$ cat config.mk
export PLATFORM = sky130hd
export DESIGN_NAME = pfs_top
export DESIGN_NICKNAME = d
export VERILOG_FILES = /design/src/core/pfs_pkg.sv /design/src/core/pfs_gpio_pin.sv /design/src/core/pfs_wake_detect.sv /design/src/core/pfs_top.sv
export SDC_FILE = /design/constraint.sdc
export NUM_CORES = 1
export LEC_CHECK = 0
export BUFFER_PORTS_ARGS = -buffer_cell sky130_fd_sc_hd__clkbuf_2
export CORE_MARGIN = 2
export CORE_UTILIZATION = 63
export DETAILED_ROUTE_END_ITERATION = 6
export PLACE_DENSITY = 0.86
export RECOVER_POWER = 25
export SLEW_MARGIN = 10
export SYNTH_ARGS = -nofsm -noshare
export SYNTH_HDL_FRONTEND = slang
export SYNTH_SLANG_ARGS = --single-unit
export TNS_END_PERCENT = 30
$ cat constraint.sdc
create_clock -name MCLK -period 12.8 [get_ports MCLK]
set_input_delay 1.28 -clock MCLK [delete_from_list [all_inputs] [get_ports MCLK]]
set_output_delay 1.28 -clock MCLK [all_outputs]
set_load 0.02 [all_outputs]
$ cat src/core/pfs_pkg.sv
// Purpose: Shared constants and types for the port C/D/E function select block
// Assumes: Byte-wide register port, 250 MHz MCLK
// Notes:   Register indices are byte addresses on the plain port
package pfs_pkg;
    localparam logic [3:0] ADDR_PC_SEL_LOW   = 4'h0;
    localparam logic [3:0] ADDR_PC_SEL_HIGH  = 4'h1;
    localparam logic [3:0] ADDR_PD_SEL_LOW   = 4'h2;
    localparam logic [3:0] ADDR_PD_SEL_HIGH  = 4'h3;
    localparam logic [3:0] ADDR_PE_SEL_LOW   = 4'h4;
    localparam logic [3:0] ADDR_PE_SEL_HIGH  = 4'h5;
    localparam logic [3:0] ADDR_SHARE        = 4'h6;
    localparam logic [3:0] ADDR_PC_DATA      = 4'h8;
    localparam logic [3:0] ADDR_PC_DIR       = 4'h9;
    localparam logic [3:0] ADDR_PD_DATA      = 4'ha;
    localparam logic [3:0] ADDR_PD_DIR       = 4'hb;
    localparam logic [3:0] ADDR_PE_DATA      = 4'hc;
    localparam logic [3:0] ADDR_PE_DIR       = 4'hd;
    localparam logic [3:0] ADDR_PA_WAKE_EN   = 4'he;
    localparam logic [3:0] ADDR_BIT_OP       = 4'hf;

    localparam logic [7:0] SEL_RESET         = 8'h00;
    localparam logic [7:0] PORT_RESET        = 8'hff;
    localparam logic [7:0] WAKE_RESET        = 8'h00;
    localparam logic [7:0] PE_HIGH_MASK      = 8'h0f;
    localparam logic [7:0] SHARE_MASK        = 8'h03;
    localparam logic [7:0] PE_MASK           = 8'h3f;

    localparam logic [1:0] CODE_ALT          = 2'b01;
    localparam logic [1:0] CODE_ALT2         = 2'b10;

    localparam int         SHARE_LINE5_BIT   = 1;
    localparam int         SHARE_LINE4_BIT   = 0;

    // Bit operation word: [7] set(1)/clear(0), [6:4] bit index, [3:0] target address
    localparam int         BITOP_SET_POS     = 7;
    localparam int         BITOP_IDX_POS     = 4;

    typedef enum logic [1:0] {
        FN_GPIO,
        FN_SEGMENT,
        FN_COMMON,
        FN_TIMER
    } pfs_func_t;

    typedef struct packed {
        logic [7:0] data;
        logic [7:0] dir;
    } pfs_port_t;

    typedef struct packed {
        logic       sel;
        logic       drive;
        logic       out_en;
    } pfs_pin_t;
endpackage

$ cat src/core/pfs_gpio_pin.sv
// Purpose: One general purpose pin driver with alternate function override
// Assumes: Direction bit high means input
// Notes:   Alternate function takes the pad when selected
`timescale 1ns/1ns
`default_nettype none
module pfs_gpio_pin (
    input  wire logic       data_bit,
    input  wire logic       dir_bit,
    input  wire logic       alt_sel,
    input  wire logic       alt_drive,
    output pfs_pkg::pfs_pin_t pin
);
    import pfs_pkg::*;
    always_comb begin
        pin.sel    = alt_sel;
        pin.drive  = alt_sel ? alt_drive : data_bit;
        pin.out_en = alt_sel ? 1'b1 : ~dir_bit;
    end
endmodule
`default_nettype wire

$ cat src/core/pfs_wake_detect.sv
// Purpose: Port A falling-edge wake-up detector
// Assumes: Pins are asynchronous to MCLK
// Notes:   Wake pulse only while the low-power request is high
`timescale 1ns/1ns
`default_nettype none
module pfs_wake_detect (
    input  wire logic       clk,
    input  wire logic       rst,
    input  wire logic [7:0] pins,
    input  wire logic [7:0] enable,
    input  wire logic       low_power,
    output logic            wake
);
    import pfs_pkg::*;
    logic [7:0] sync_a;
    logic [7:0] sync_b;
    logic [7:0] prev;

    always_ff @(posedge clk or posedge rst) begin
        if (rst) begin
            sync_a <= PORT_RESET;
            sync_b <= PORT_RESET;
            prev   <= PORT_RESET;
        end else begin
            sync_a <= pins;
            sync_b <= sync_a;
            prev   <= sync_b;
        end
    end

    always_ff @(posedge clk or posedge rst) begin
        if (rst) begin
            wake <= 1'b0;
        end else begin
            wake <= low_power && |(prev & ~sync_b & enable);
        end
    end
endmodule
`default_nettype wire

$ cat src/core/pfs_top.sv
// Purpose: Pin function selection for ports C, D and E, with port registers and port A wake
// Assumes: Byte register port, read data valid the cycle after the read strobe
// Notes:   Pad outputs are registered; alternate sources come from timer and LCD logic
// Functional notes
// - PC0 field: 01 timer, 10 segment 4
// - PC1..PC3 code 01 gives segments 9,19,20
// - PC4..PC7 code 01 gives segments 21..24
// - PD0..PD3 code 01 gives segments 25..28
// - PD4..PD7 code 01 gives segments 29..32
// - PE0..PE3 code 01: segments 33,34, commons 3,2
// - PE4,PE5 code 01: commons 1,0; top nibble zero
// - Share bit 1: segment 38 or common 5
// - Share bit 0: segment 39 or common 4
// - Share bits 7..2 read as zero
// - Reset sets port data and direction ones
// - Output switched before write drives high
// - Bit set/clear rewrites whole port byte
// - Port A falling edge wakes when enabled and LOW_POWER is high
//
// Implementation choices: the register addresses and the address-and-strobe port.
`timescale 1ns/1ns
`default_nettype none
module pfs_top (
    input  wire logic        MCLK,
    input  wire logic        RESET,
    input  wire logic [3:0]  ADDR,
    input  wire logic [7:0]  WDATA,
    input  wire logic        WR,
    input  wire logic        RD,
    output logic      [7:0]  RDATA,
    input  wire logic        TIMER0_OUT,
    input  wire logic [39:0] SEG_DRIVE,
    input  wire logic [5:0]  COM_DRIVE,
    input  wire logic [7:0]  PA_IN,
    input  wire logic        LOW_POWER,
    output logic             WAKE,
    output logic [7:0]       PC_OUT,
    output logic [7:0]       PC_OE,
    output logic [7:0]       PD_OUT,
    output logic [7:0]       PD_OE,
    output logic [5:0]       PE_OUT,
    output logic [5:0]       PE_OE,
    output logic             SHARE38_OUT,
    output logic             SHARE39_OUT,
    output logic [3:0]       PC_SEG_FUNC,
    output logic [1:0]       SHARE_MODE
);
    import pfs_pkg::*;

    logic [7:0] port_c_function_select_low;
    logic [7:0] port_c_function_select_high;
    logic [7:0] port_d_function_select_low;
    logic [7:0] port_d_function_select_high;
    logic [7:0] port_e_function_select_low;
    logic [7:0] port_e_function_select_high;
    logic [7:0] lcd_common_segment_share;
    pfs_port_t  port_c;
    pfs_port_t  port_d;
    pfs_port_t  port_e;
    logic [7:0] wake_enable;
    logic [7:0] next_rdata;
    logic [7:0] bitop_old;
    logic [7:0] bitop_new;
    logic [2:0] bitop_idx;
    logic       bitop_wr;
    logic [3:0] bitop_addr;

    function automatic logic is_alt(input logic [15:0] sel, input int pin);
        return sel[pin*2 +: 2] == CODE_ALT;
    endfunction

    function automatic logic [7:0] read_reg(input logic [3:0] a);
        logic [7:0] v;
        v = 8'h00;
        if (a == ADDR_PC_SEL_LOW) begin
            v = port_c_function_select_low;
        end else if (a == ADDR_PC_SEL_HIGH) begin
            v = port_c_function_select_high;
        end else if (a == ADDR_PD_SEL_LOW) begin
            v = port_d_function_select_low;
        end else if (a == ADDR_PD_SEL_HIGH) begin
            v = port_d_function_select_high;
        end else if (a == ADDR_PE_SEL_LOW) begin
            v = port_e_function_select_low;
        end else if (a == ADDR_PE_SEL_HIGH) begin
            v = port_e_function_select_high & PE_HIGH_MASK;
        end else if (a == ADDR_SHARE) begin
            v = lcd_common_segment_share & SHARE_MASK;
        end else if (a == ADDR_PC_DATA) begin
            v = port_c.data;
        end else if (a == ADDR_PC_DIR) begin
            v = port_c.dir;
        end else if (a == ADDR_PD_DATA) begin
            v = port_d.data;
        end else if (a == ADDR_PD_DIR) begin
            v = port_d.dir;
        end else if (a == ADDR_PE_DATA) begin
            v = port_e.data & PE_MASK;
        end else if (a == ADDR_PE_DIR) begin
            v = port_e.dir & PE_MASK;
        end else if (a == ADDR_PA_WAKE_EN) begin
            v = wake_enable;
        end
        return v;
    endfunction

    // Bit set/clear: read the whole target byte, change one bit, write it all back
    always_comb begin
        bitop_addr = WDATA[3:0];
        bitop_idx  = WDATA[BITOP_IDX_POS +: 3];
        bitop_old  = read_reg(bitop_addr);
        bitop_new  = bitop_old;
        bitop_new[bitop_idx] = WDATA[BITOP_SET_POS];
        bitop_wr   = WR && (ADDR == ADDR_BIT_OP);
    end

    function automatic logic hits(input logic [3:0] a);
        return (WR && ADDR == a) || (bitop_wr && bitop_addr == a);
    endfunction

    function automatic logic [7:0] wval(input logic [3:0] a);
        return (bitop_wr && bitop_addr == a) ? bitop_new : WDATA;
    endfunction

    // Selection registers, effective the cycle after the write
    always_ff @(posedge MCLK or posedge RESET) begin
        if (RESET) begin
            port_c_function_select_low  <= SEL_RESET;
            port_c_function_select_high <= SEL_RESET;
            port_d_function_select_low  <= SEL_RESET;
            port_d_function_select_high <= SEL_RESET;
            port_e_function_select_low  <= SEL_RESET;
            port_e_function_select_high <= SEL_RESET;
            lcd_common_segment_share    <= SEL_RESET;
        end else begin
            if (hits(ADDR_PC_SEL_LOW))  port_c_function_select_low  <= wval(ADDR_PC_SEL_LOW);
            if (hits(ADDR_PC_SEL_HIGH)) port_c_function_select_high <= wval(ADDR_PC_SEL_HIGH);
            if (hits(ADDR_PD_SEL_LOW))  port_d_function_select_low  <= wval(ADDR_PD_SEL_LOW);
            if (hits(ADDR_PD_SEL_HIGH)) port_d_function_select_high <= wval(ADDR_PD_SEL_HIGH);
            if (hits(ADDR_PE_SEL_LOW))  port_e_function_select_low  <= wval(ADDR_PE_SEL_LOW);
            if (hits(ADDR_PE_SEL_HIGH)) port_e_function_select_high <= wval(ADDR_PE_SEL_HIGH) & PE_HIGH_MASK;
            if (hits(ADDR_SHARE))       lcd_common_segment_share    <= wval(ADDR_SHARE) & SHARE_MASK;
        end
    end

    // Port data and direction start at all ones so pins are inputs and outputs start high
    always_ff @(posedge MCLK or posedge RESET) begin
        if (RESET) begin
            port_c <= {PORT_RESET, PORT_RESET};
            port_d <= {PORT_RESET, PORT_RESET};
            port_e <= {PORT_RESET, PORT_RESET};
        end else begin
            if (hits(ADDR_PC_DATA)) port_c.data <= wval(ADDR_PC_DATA);
            if (hits(ADDR_PC_DIR))  port_c.dir  <= wval(ADDR_PC_DIR);
            if (hits(ADDR_PD_DATA)) port_d.data <= wval(ADDR_PD_DATA);
            if (hits(ADDR_PD_DIR))  port_d.dir  <= wval(ADDR_PD_DIR);
            if (hits(ADDR_PE_DATA)) port_e.data <= wval(ADDR_PE_DATA) | ~PE_MASK;
            if (hits(ADDR_PE_DIR))  port_e.dir  <= wval(ADDR_PE_DIR) | ~PE_MASK;
        end
    end

    always_ff @(posedge MCLK or posedge RESET) begin
        if (RESET) begin
            wake_enable <= WAKE_RESET;
        end else if (hits(ADDR_PA_WAKE_EN)) begin
            wake_enable <= wval(ADDR_PA_WAKE_EN);
        end
    end

    always_comb begin
        next_rdata = read_reg(ADDR);
    end

    always_ff @(posedge MCLK or posedge RESET) begin
        if (RESET) begin
            RDATA <= 8'h00;
        end else if (RD) begin
            RDATA <= next_rdata;
        end else begin
            RDATA <= 8'h00;
        end
    end

    // Alternate function routing
    logic [7:0] c_alt_sel;
    logic [7:0] c_alt_drv;
    logic [7:0] d_alt_sel;
    logic [7:0] d_alt_drv;
    logic [5:0] e_alt_sel;
    logic [5:0] e_alt_drv;
    logic [15:0] c_sel;
    logic [15:0] d_sel;
    logic [11:0] e_sel;

    always_comb begin
        c_sel = {port_c_function_select_high, port_c_function_select_low};
        d_sel = {port_d_function_select_high, port_d_function_select_low};
        e_sel = {port_e_function_select_high[3:0], port_e_function_select_low};
        c_alt_sel[0] = (c_sel[1:0] == CODE_ALT) || (c_sel[1:0] == CODE_ALT2);
        c_alt_drv[0] = (c_sel[1:0] == CODE_ALT) ? TIMER0_OUT : SEG_DRIVE[4];
        c_alt_sel[1] = is_alt(c_sel, 1);
        c_alt_drv[1] = SEG_DRIVE[9];
        c_alt_sel[2] = is_alt(c_sel, 2);
        c_alt_drv[2] = SEG_DRIVE[19];
        c_alt_sel[3] = is_alt(c_sel, 3);
        c_alt_drv[3] = SEG_DRIVE[20];
        for (int i = 4; i < 8; i++) begin
            c_alt_sel[i] = is_alt(c_sel, i);
            c_alt_drv[i] = SEG_DRIVE[17 + i];
        end
        for (int i = 0; i < 8; i++) begin
            d_alt_sel[i] = is_alt(d_sel, i);
            d_alt_drv[i] = SEG_DRIVE[25 + i];
        end
        for (int i = 0; i < 6; i++) begin
            e_alt_sel[i] = is_alt({4'h0, e_sel}, i);
        end
        e_alt_drv[0] = SEG_DRIVE[33];
        e_alt_drv[1] = SEG_DRIVE[34];
        e_alt_drv[2] = COM_DRIVE[3];
        e_alt_drv[3] = COM_DRIVE[2];
        e_alt_drv[4] = COM_DRIVE[1];
        e_alt_drv[5] = COM_DRIVE[0];
    end

    pfs_pin_t c_pin [8];
    pfs_pin_t d_pin [8];
    pfs_pin_t e_pin [6];

    genvar g;
    generate
        for (g = 0; g < 8; g++) begin : g_pc
            pfs_gpio_pin u_c (
                .data_bit (port_c.data[g]),
                .dir_bit  (port_c.dir[g]),
                .alt_sel  (c_alt_sel[g]),
                .alt_drive(c_alt_drv[g]),
                .pin      (c_pin[g])
            );
            pfs_gpio_pin u_d (
                .data_bit (port_d.data[g]),
                .dir_bit  (port_d.dir[g]),
                .alt_sel  (d_alt_sel[g]),
                .alt_drive(d_alt_drv[g]),
                .pin      (d_pin[g])
            );
        end
        for (g = 0; g < 6; g++) begin : g_pe
            pfs_gpio_pin u_e (
                .data_bit (port_e.data[g]),
                .dir_bit  (port_e.dir[g]),
                .alt_sel  (e_alt_sel[g]),
                .alt_drive(e_alt_drv[g]),
                .pin      (e_pin[g])
            );
        end
    endgenerate

    always_ff @(posedge MCLK or posedge RESET) begin
        if (RESET) begin
            PC_OUT <= PORT_RESET;
            PC_OE  <= 8'h00;
            PD_OUT <= PORT_RESET;
            PD_OE  <= 8'h00;
            PE_OUT <= 6'h3f;
            PE_OE  <= 6'h00;
        end else begin
            for (int i = 0; i < 8; i++) begin
                PC_OUT[i] <= c_pin[i].drive;
                PC_OE[i]  <= c_pin[i].out_en;
                PD_OUT[i] <= d_pin[i].drive;
                PD_OE[i]  <= d_pin[i].out_en;
            end
            for (int i = 0; i < 6; i++) begin
                PE_OUT[i] <= e_pin[i].drive;
                PE_OE[i]  <= e_pin[i].out_en;
            end
        end
    end

    always_ff @(posedge MCLK or posedge RESET) begin
        if (RESET) begin
            SHARE38_OUT <= 1'b0;
            SHARE39_OUT <= 1'b0;
            SHARE_MODE  <= 2'b00;
            PC_SEG_FUNC <= 4'h0;
        end else begin
            SHARE38_OUT <= lcd_common_segment_share[SHARE_LINE5_BIT] ? COM_DRIVE[5] : SEG_DRIVE[38];
            SHARE39_OUT <= lcd_common_segment_share[SHARE_LINE4_BIT] ? COM_DRIVE[4] : SEG_DRIVE[39];
            SHARE_MODE  <= lcd_common_segment_share[1:0];
            PC_SEG_FUNC <= c_alt_sel[3:0];
        end
    end

    pfs_wake_detect u_wake (
        .clk      (MCLK),
        .rst      (RESET),
        .pins     (PA_IN),
        .enable   (wake_enable),
        .low_power(LOW_POWER),
        .wake     (WAKE)
    );
endmodule
`default_nettype wire

After elaboration in Yosys (flattened, before gate mapping). Cells that the tools add are included.

Register bits after elaboration: 183. Input port bits: 72. Output and inout bits: 61. Word-level logic and storage cells: 248.

$lt $le $gt $ge: 2. Equal/unequal tests: 50. Multiplexer cells: 93. Bitwise logic cells: 25. Reductions and logical operators: 49.

Operator list (number): two-way mux 8 bit (39); == test 4 bit (second input constant) (15); two-way mux 1 bit (48); == test 2 x 1 -> 1 bit (second input constant) (22); logical AND 1 bit (31); == test 4 x 3 -> 1 bit (second input constant) (6); inverter 1 bit (22); bitwise AND 8 bit (2); == test 4 x 2 -> 1 bit (second input constant) (4); logical OR 1 bit (15); two-way mux 6 bit (2); bitwise mux 8 bit (1); == test 4 x 1 -> 1 bit (second input constant) (2); zero test 4 bit (2); inverter 8 bit (1); OR reduction 8 bit (1); < comparator 3 x 4 -> 1 bit (second input constant) (1); two-way mux 4 bit (1); demux 1 bit (select 3 bit) (1); greater-or-equal comparator 3 x 1 -> 1 bit (second input constant) (1); == test 2 bit (second input constant) (1); two-way mux 2 bit (1).

Depth between registers and ports, before layout.
Depth after elaboration: 17. Mapped depth: 10. Mapped depth without buffers: 6.

Modules after synthesis. Synthesis repeated with hierarchy kept, for this count alone.

Cells, all modules: 1048. Area total of the unflattened synthesis: 10055.9 sq um.

By module, submodules not included: pfs_top (times used 1, cells each 943, area an instance 8694.6 sq um, seq. area each 4036.4 sq um); pfs_wake_detect (times used 1, cells each 39, area an instance 728.2 sq um, seq. area each 655.6 sq um); pfs_gpio_pin (times used 22, cells each 3, area an instance 28.8 sq um, seq. area each 0.0 sq um).

Least setup slack after synthesis. No wires, ideal clock.

Kind: input to register. Start: in WDATA[2]. End: reg port_d_function_select_high[5]. Setup time: 0.141 ns. Arrival: 2.787 ns. Required time: 12.659 ns. Setup slack: 9.872 ns. Stages: 9. Path buffers: 4. Cell sequence: buf_4 > buf_6 > buf_4 > and4_1 > a2111oi_0 > o32ai_1 > mux2i_1 > buf_6 > a21oi_1.

Longest elaborated chain between the ends: 17. Elaborated cells on any way between the ends: 32. Those cells by class: eq/ne (13); mux (16); reduce/logical (3).

Ends and longest elaborated chain: start, declared (line pfs_top.sv:27) `input wire logic [7:0] WDATA,`; == test 4 bit (line pfs_top.sv:101) `end else if (a == ADDR_PA_WAKE_EN) begin`; two-way mux 8 bit (line pfs_top.sv:101); two-way mux 8 bit (line pfs_top.sv:99) `end else if (a == ADDR_PE_DIR) begin`; two-way mux 8 bit (line pfs_top.sv:97) `end else if (a == ADDR_PE_DATA) begin`; two-way mux 8 bit (line pfs_top.sv:95) `end else if (a == ADDR_PD_DIR) begin`; two-way mux 8 bit (line pfs_top.sv:93) `end else if (a == ADDR_PD_DATA) begin`; two-way mux 8 bit (line pfs_top.sv:91) `end else if (a == ADDR_PC_DIR) begin`; two-way mux 8 bit (line pfs_top.sv:89) `end else if (a == ADDR_PC_DATA) begin`; two-way mux 8 bit (line pfs_top.sv:87) `end else if (a == ADDR_SHARE) begin`; two-way mux 8 bit (line pfs_top.sv:85) `end else if (a == ADDR_PE_SEL_HIGH) begin`; two-way mux 8 bit (line pfs_top.sv:83) `end else if (a == ADDR_PE_SEL_LOW) begin`; two-way mux 8 bit (line pfs_top.sv:81) `end else if (a == ADDR_PD_SEL_HIGH) begin`; two-way mux 8 bit (line pfs_top.sv:79) `end else if (a == ADDR_PD_SEL_LOW) begin`; two-way mux 8 bit (line pfs_top.sv:77) `end else if (a == ADDR_PC_SEL_HIGH) begin`; two-way mux 8 bit (line pfs_top.sv:75) `if (a == ADDR_PC_SEL_LOW) begin`; bitwise mux 8 bit (line pfs_top.sv:113) `bitop_new[bitop_idx] = WDATA[BITOP_SET_POS];`; two-way mux 8 bit (line pfs_top.sv:122) `return (bitop_wr && bitop_addr == a) ? bitop_new : WDATA;`; end signal, assigned (line pfs_top.sv:139) `if (hits(ADDR_PD_SEL_HIGH)) port_d_function_select_high <= wval(ADDR_PD_SEL_HIGH);`; end, declared (line pfs_top.sv:53) `logic [7:0] port_d_function_select_high;`.

Several ways; a longest one is shown, not always the timed one. A chain may end at the register's enable or synchronous reset.

==> impl_metrics.yaml <==
logic_synthesis:
  post_synth_most_frequent_cells: "nand2_1, dfrtp_1, dfstp_2"
  yosysTopAreaCell: "dfstp_2"
  synthArstFlopShare: 1.00
  synth_ff_type: "dfrtp_1"
  synth_area_leaders: "dfstp_2, dfrtp_1, mux2_2"
  synth.top_cell.area_share: 0.242
  synth_edf_count: 0
  synth_area_per_cell_um2: 9.70
  seq_area_frac_synth: 0.479
  synth_cells: 1009
  yosysWarnings: 0
  yosysUniqueCellTypes: 73
  syn-num-nets: 1082
  ys_ff_latch: 183
  yosysMostFrequentCell: "nand2_1"
  synth_area_um2: 9790
cells_and_area:
  syn2layout_area_growth_pct: 12.1
  final_nets: 1161
  regArea_um2: 4690
  multi_input_area_um2: 4670
  layout-drive-gt1-share: 0.279
  fin_area_um2: 11000
  reg_top3: "port_c x16, port_d x16, port_e x12"
  postLayoutCoreUtil: 0.722
  fillers: 1103
  diodes: 0
sta:
  clock-skew-final_ns: 0.00733
  hold_viol_final: 0
  grt_setup_unrepaired: "no"
  setup_viol: 0
  final_max_slew_viol_count: 115
  max_freq_mhz: 218
  setup_slack_ns: 8.22
  maxSlewHeadroom: -2.19
  worst_slew_pin_slew_ns: 4.76
  period_share: 0.358
  final.min_clock_period_ns: 4.58
  finalSetupTns_ns: 0
placement:
  place_area_um2: 10300
  place_congestion: 1.02
  io_buffers: 112
  dp_worst_setup_slack_ns: 8.10
  dpl.hpwl_mm: 24.6
cts:
  post_cts_buffers: 0
  cts.reportedPaths.clkPinSlew_ns: 0.08
  htreeDepth: 4
  cts_max_path_buffers: 2
  numCtsBuffers: 17
  cts_tree: "done"
  numClockSinks: 183
  cts_resized: 0
  postCtsHoldBufs: 0
  clock-root-buffer: "clkbuf_16"
  insertion_delay_ns: 0.45
status:
  status: "finished with violations"
  violations: "design-rule violations, max-capacitance violations, max-slew violations"
route:
  drcViolationCount: 3
  ant_nets: 0
  drt_iter0_markers: 1832
  dr.pass1.iters: 7
  route.final.wire_length_mm: 36.1
  wl_per_cell_um: 28.0
  routed_via_density: 7.28
  vias: 9385
global_route:
  use_met2: 0.640
  grt.busiest_layer: "met2"
  grt.met1_usage: 0.601
  met3_usage: 0.143
  overflow: 0
  grt_first_pass_wirelength_mm: 53.8
  grt_max_degree: 115
  grt_pass1_vias: 8804
  antenna_found_initial: 1
  grtUsageTotal: 0.444
setup_path:
  path_class: "input port to asynchronous set/reset pin"
  startpoint: "RESET"
  max_stage_delay_ns: 2.63
  crit_path_end_kind: "asynchronous set/reset pin"
  reg2reg_from: "port_d[5]"
  cp_top_family: "buffers and inverters"
  slowest_stage: "clkinvlp_2"
  ff2ff_path_depth: 6
  cp.depth: 3
  critPathMaxFanout: 114
  cp-start-kind: "input port"
  arrival_ns: 5.06
  worst-path-buf-inv: 3
  path_cells: "clkbuf_2 > clkinvlp_2 > buf_4"
  crit_required_ns: 13.28
floorplan:
  fp-row-count: 45
  die_w_um: 129
  die_area_um2: 16600
  boundaryPins: 133
  fp.coreArea_um2: 15200
  dieHeight_um: 129
  start_util: 0.644
pwr:
  p_leak_nw: 4.59
  p_total_w: 0.00191
  ir_drop_uv: 122
  p_per_area_nw_per_um2: 174
hold_path:
  min_from: "u_wake.sync_a[1]"
  min_path_cells: 0
  hp-class: "flip-flop to flip-flop"
job:
  maxCapViolations: 1
layout make-up:
| cell class | count | share of cell area |
|---|---|---|
| Clock buffer | 17 | 0.0388 |
| Inverter | 21 | 0.00730 |
| Clock inverter | 15 | 0.0184 |
| Timing Repair Buffer | 126 | 0.0607 |
| Tap cell | 188 | 0.0214 |
| Multi-Input combinational cell | 739 | 0.426 |
| Sequential cell | 183 | 0.428 |
layer usage:
metal	routed length [µm]	vias up	part of all wire
li1	-	3858	-
met1	13200	4459	0.37
met2	15300	890	0.42
met3	5410	178	0.15
met4	2230	0	0.062
met5	0	-	0
final timing paths:
path	to	slack, ns
setup / recovery	port_e_function_select_low[2]	8.22
hold / removal	u_wake.sync_b[1]	0.36
setup reg to reg	wake_enable[5]	10.14
hold reg to reg	u_wake.sync_b[1]	0.36
max in group MCLK	wake_enable[5]	8.38
min in group asynchronous	PC_SEG_FUNC[1]	2.27
through the flow:
step / std cells / hold slack [ns]
after CTS: 1289 / 0.360
after global placement: 1257 / 0.345
after detailed placement: 1257 / 0.348
final: 1289 / 0.359
after floorplan: 1009 / 0.345
after global routing: 1289 / 0.362
logic make-up (layout without fill, tap and decap cells):
family,Yosys count,count (layout),synth area share
buffers and inverters,87,179,0.0438
adders and majority gates,1,1,0.00128
and+or+nand+nor,343,343,0.177
DFF,183,183,0.479
AOI/OAI and AO/OA,317,317,0.211
muxes,78,78,0.0875
where the power goes:
| group | leakage (nW) | switching [W] | internal (W) |
|---|---|---|---|
| combinational | 2.25 | 0.000292 | 0.000189 |
| clock | 0.300 | 0.000279 | 0.000269 |
| sequential | 2.04 | 0.000139 | 0.000746 |
cell usage in the layout, fill, tap and decap left out, types with 4 or more instances in the layout:
cell type	netlist	layout
nand3b_1	7	7
clkbuf_16	0	17
inv_1	21	20
nand2b_1	36	36
nor2_1	61	61
nand3_1	20	20
a211oi_1	11	11
o21ai_0	62	62
nor3b_1	5	5
nand2_1	108	108
a22oi_1	40	40
or3_1	6	6
clkbuf_2	0	112
a21oi_1	73	73
a31oi_1	9	9
a22o_1	5	5
nor2b_1	42	42
clkinv_8	0	6
dfrtp_1	93	93
a221oi_1	8	8
o21ai_1	12	12
and3_1	17	17
o221ai_1	4	4
o22ai_1	42	42
o221a_2	4	4
mux2_2	41	41
dfstp_2	90	88
mux2i_1	35	34
nor3_1	21	21
buf_4	8	14
o211ai_1	4	4
Note: power is estimated with default switching activity, not from simulation.
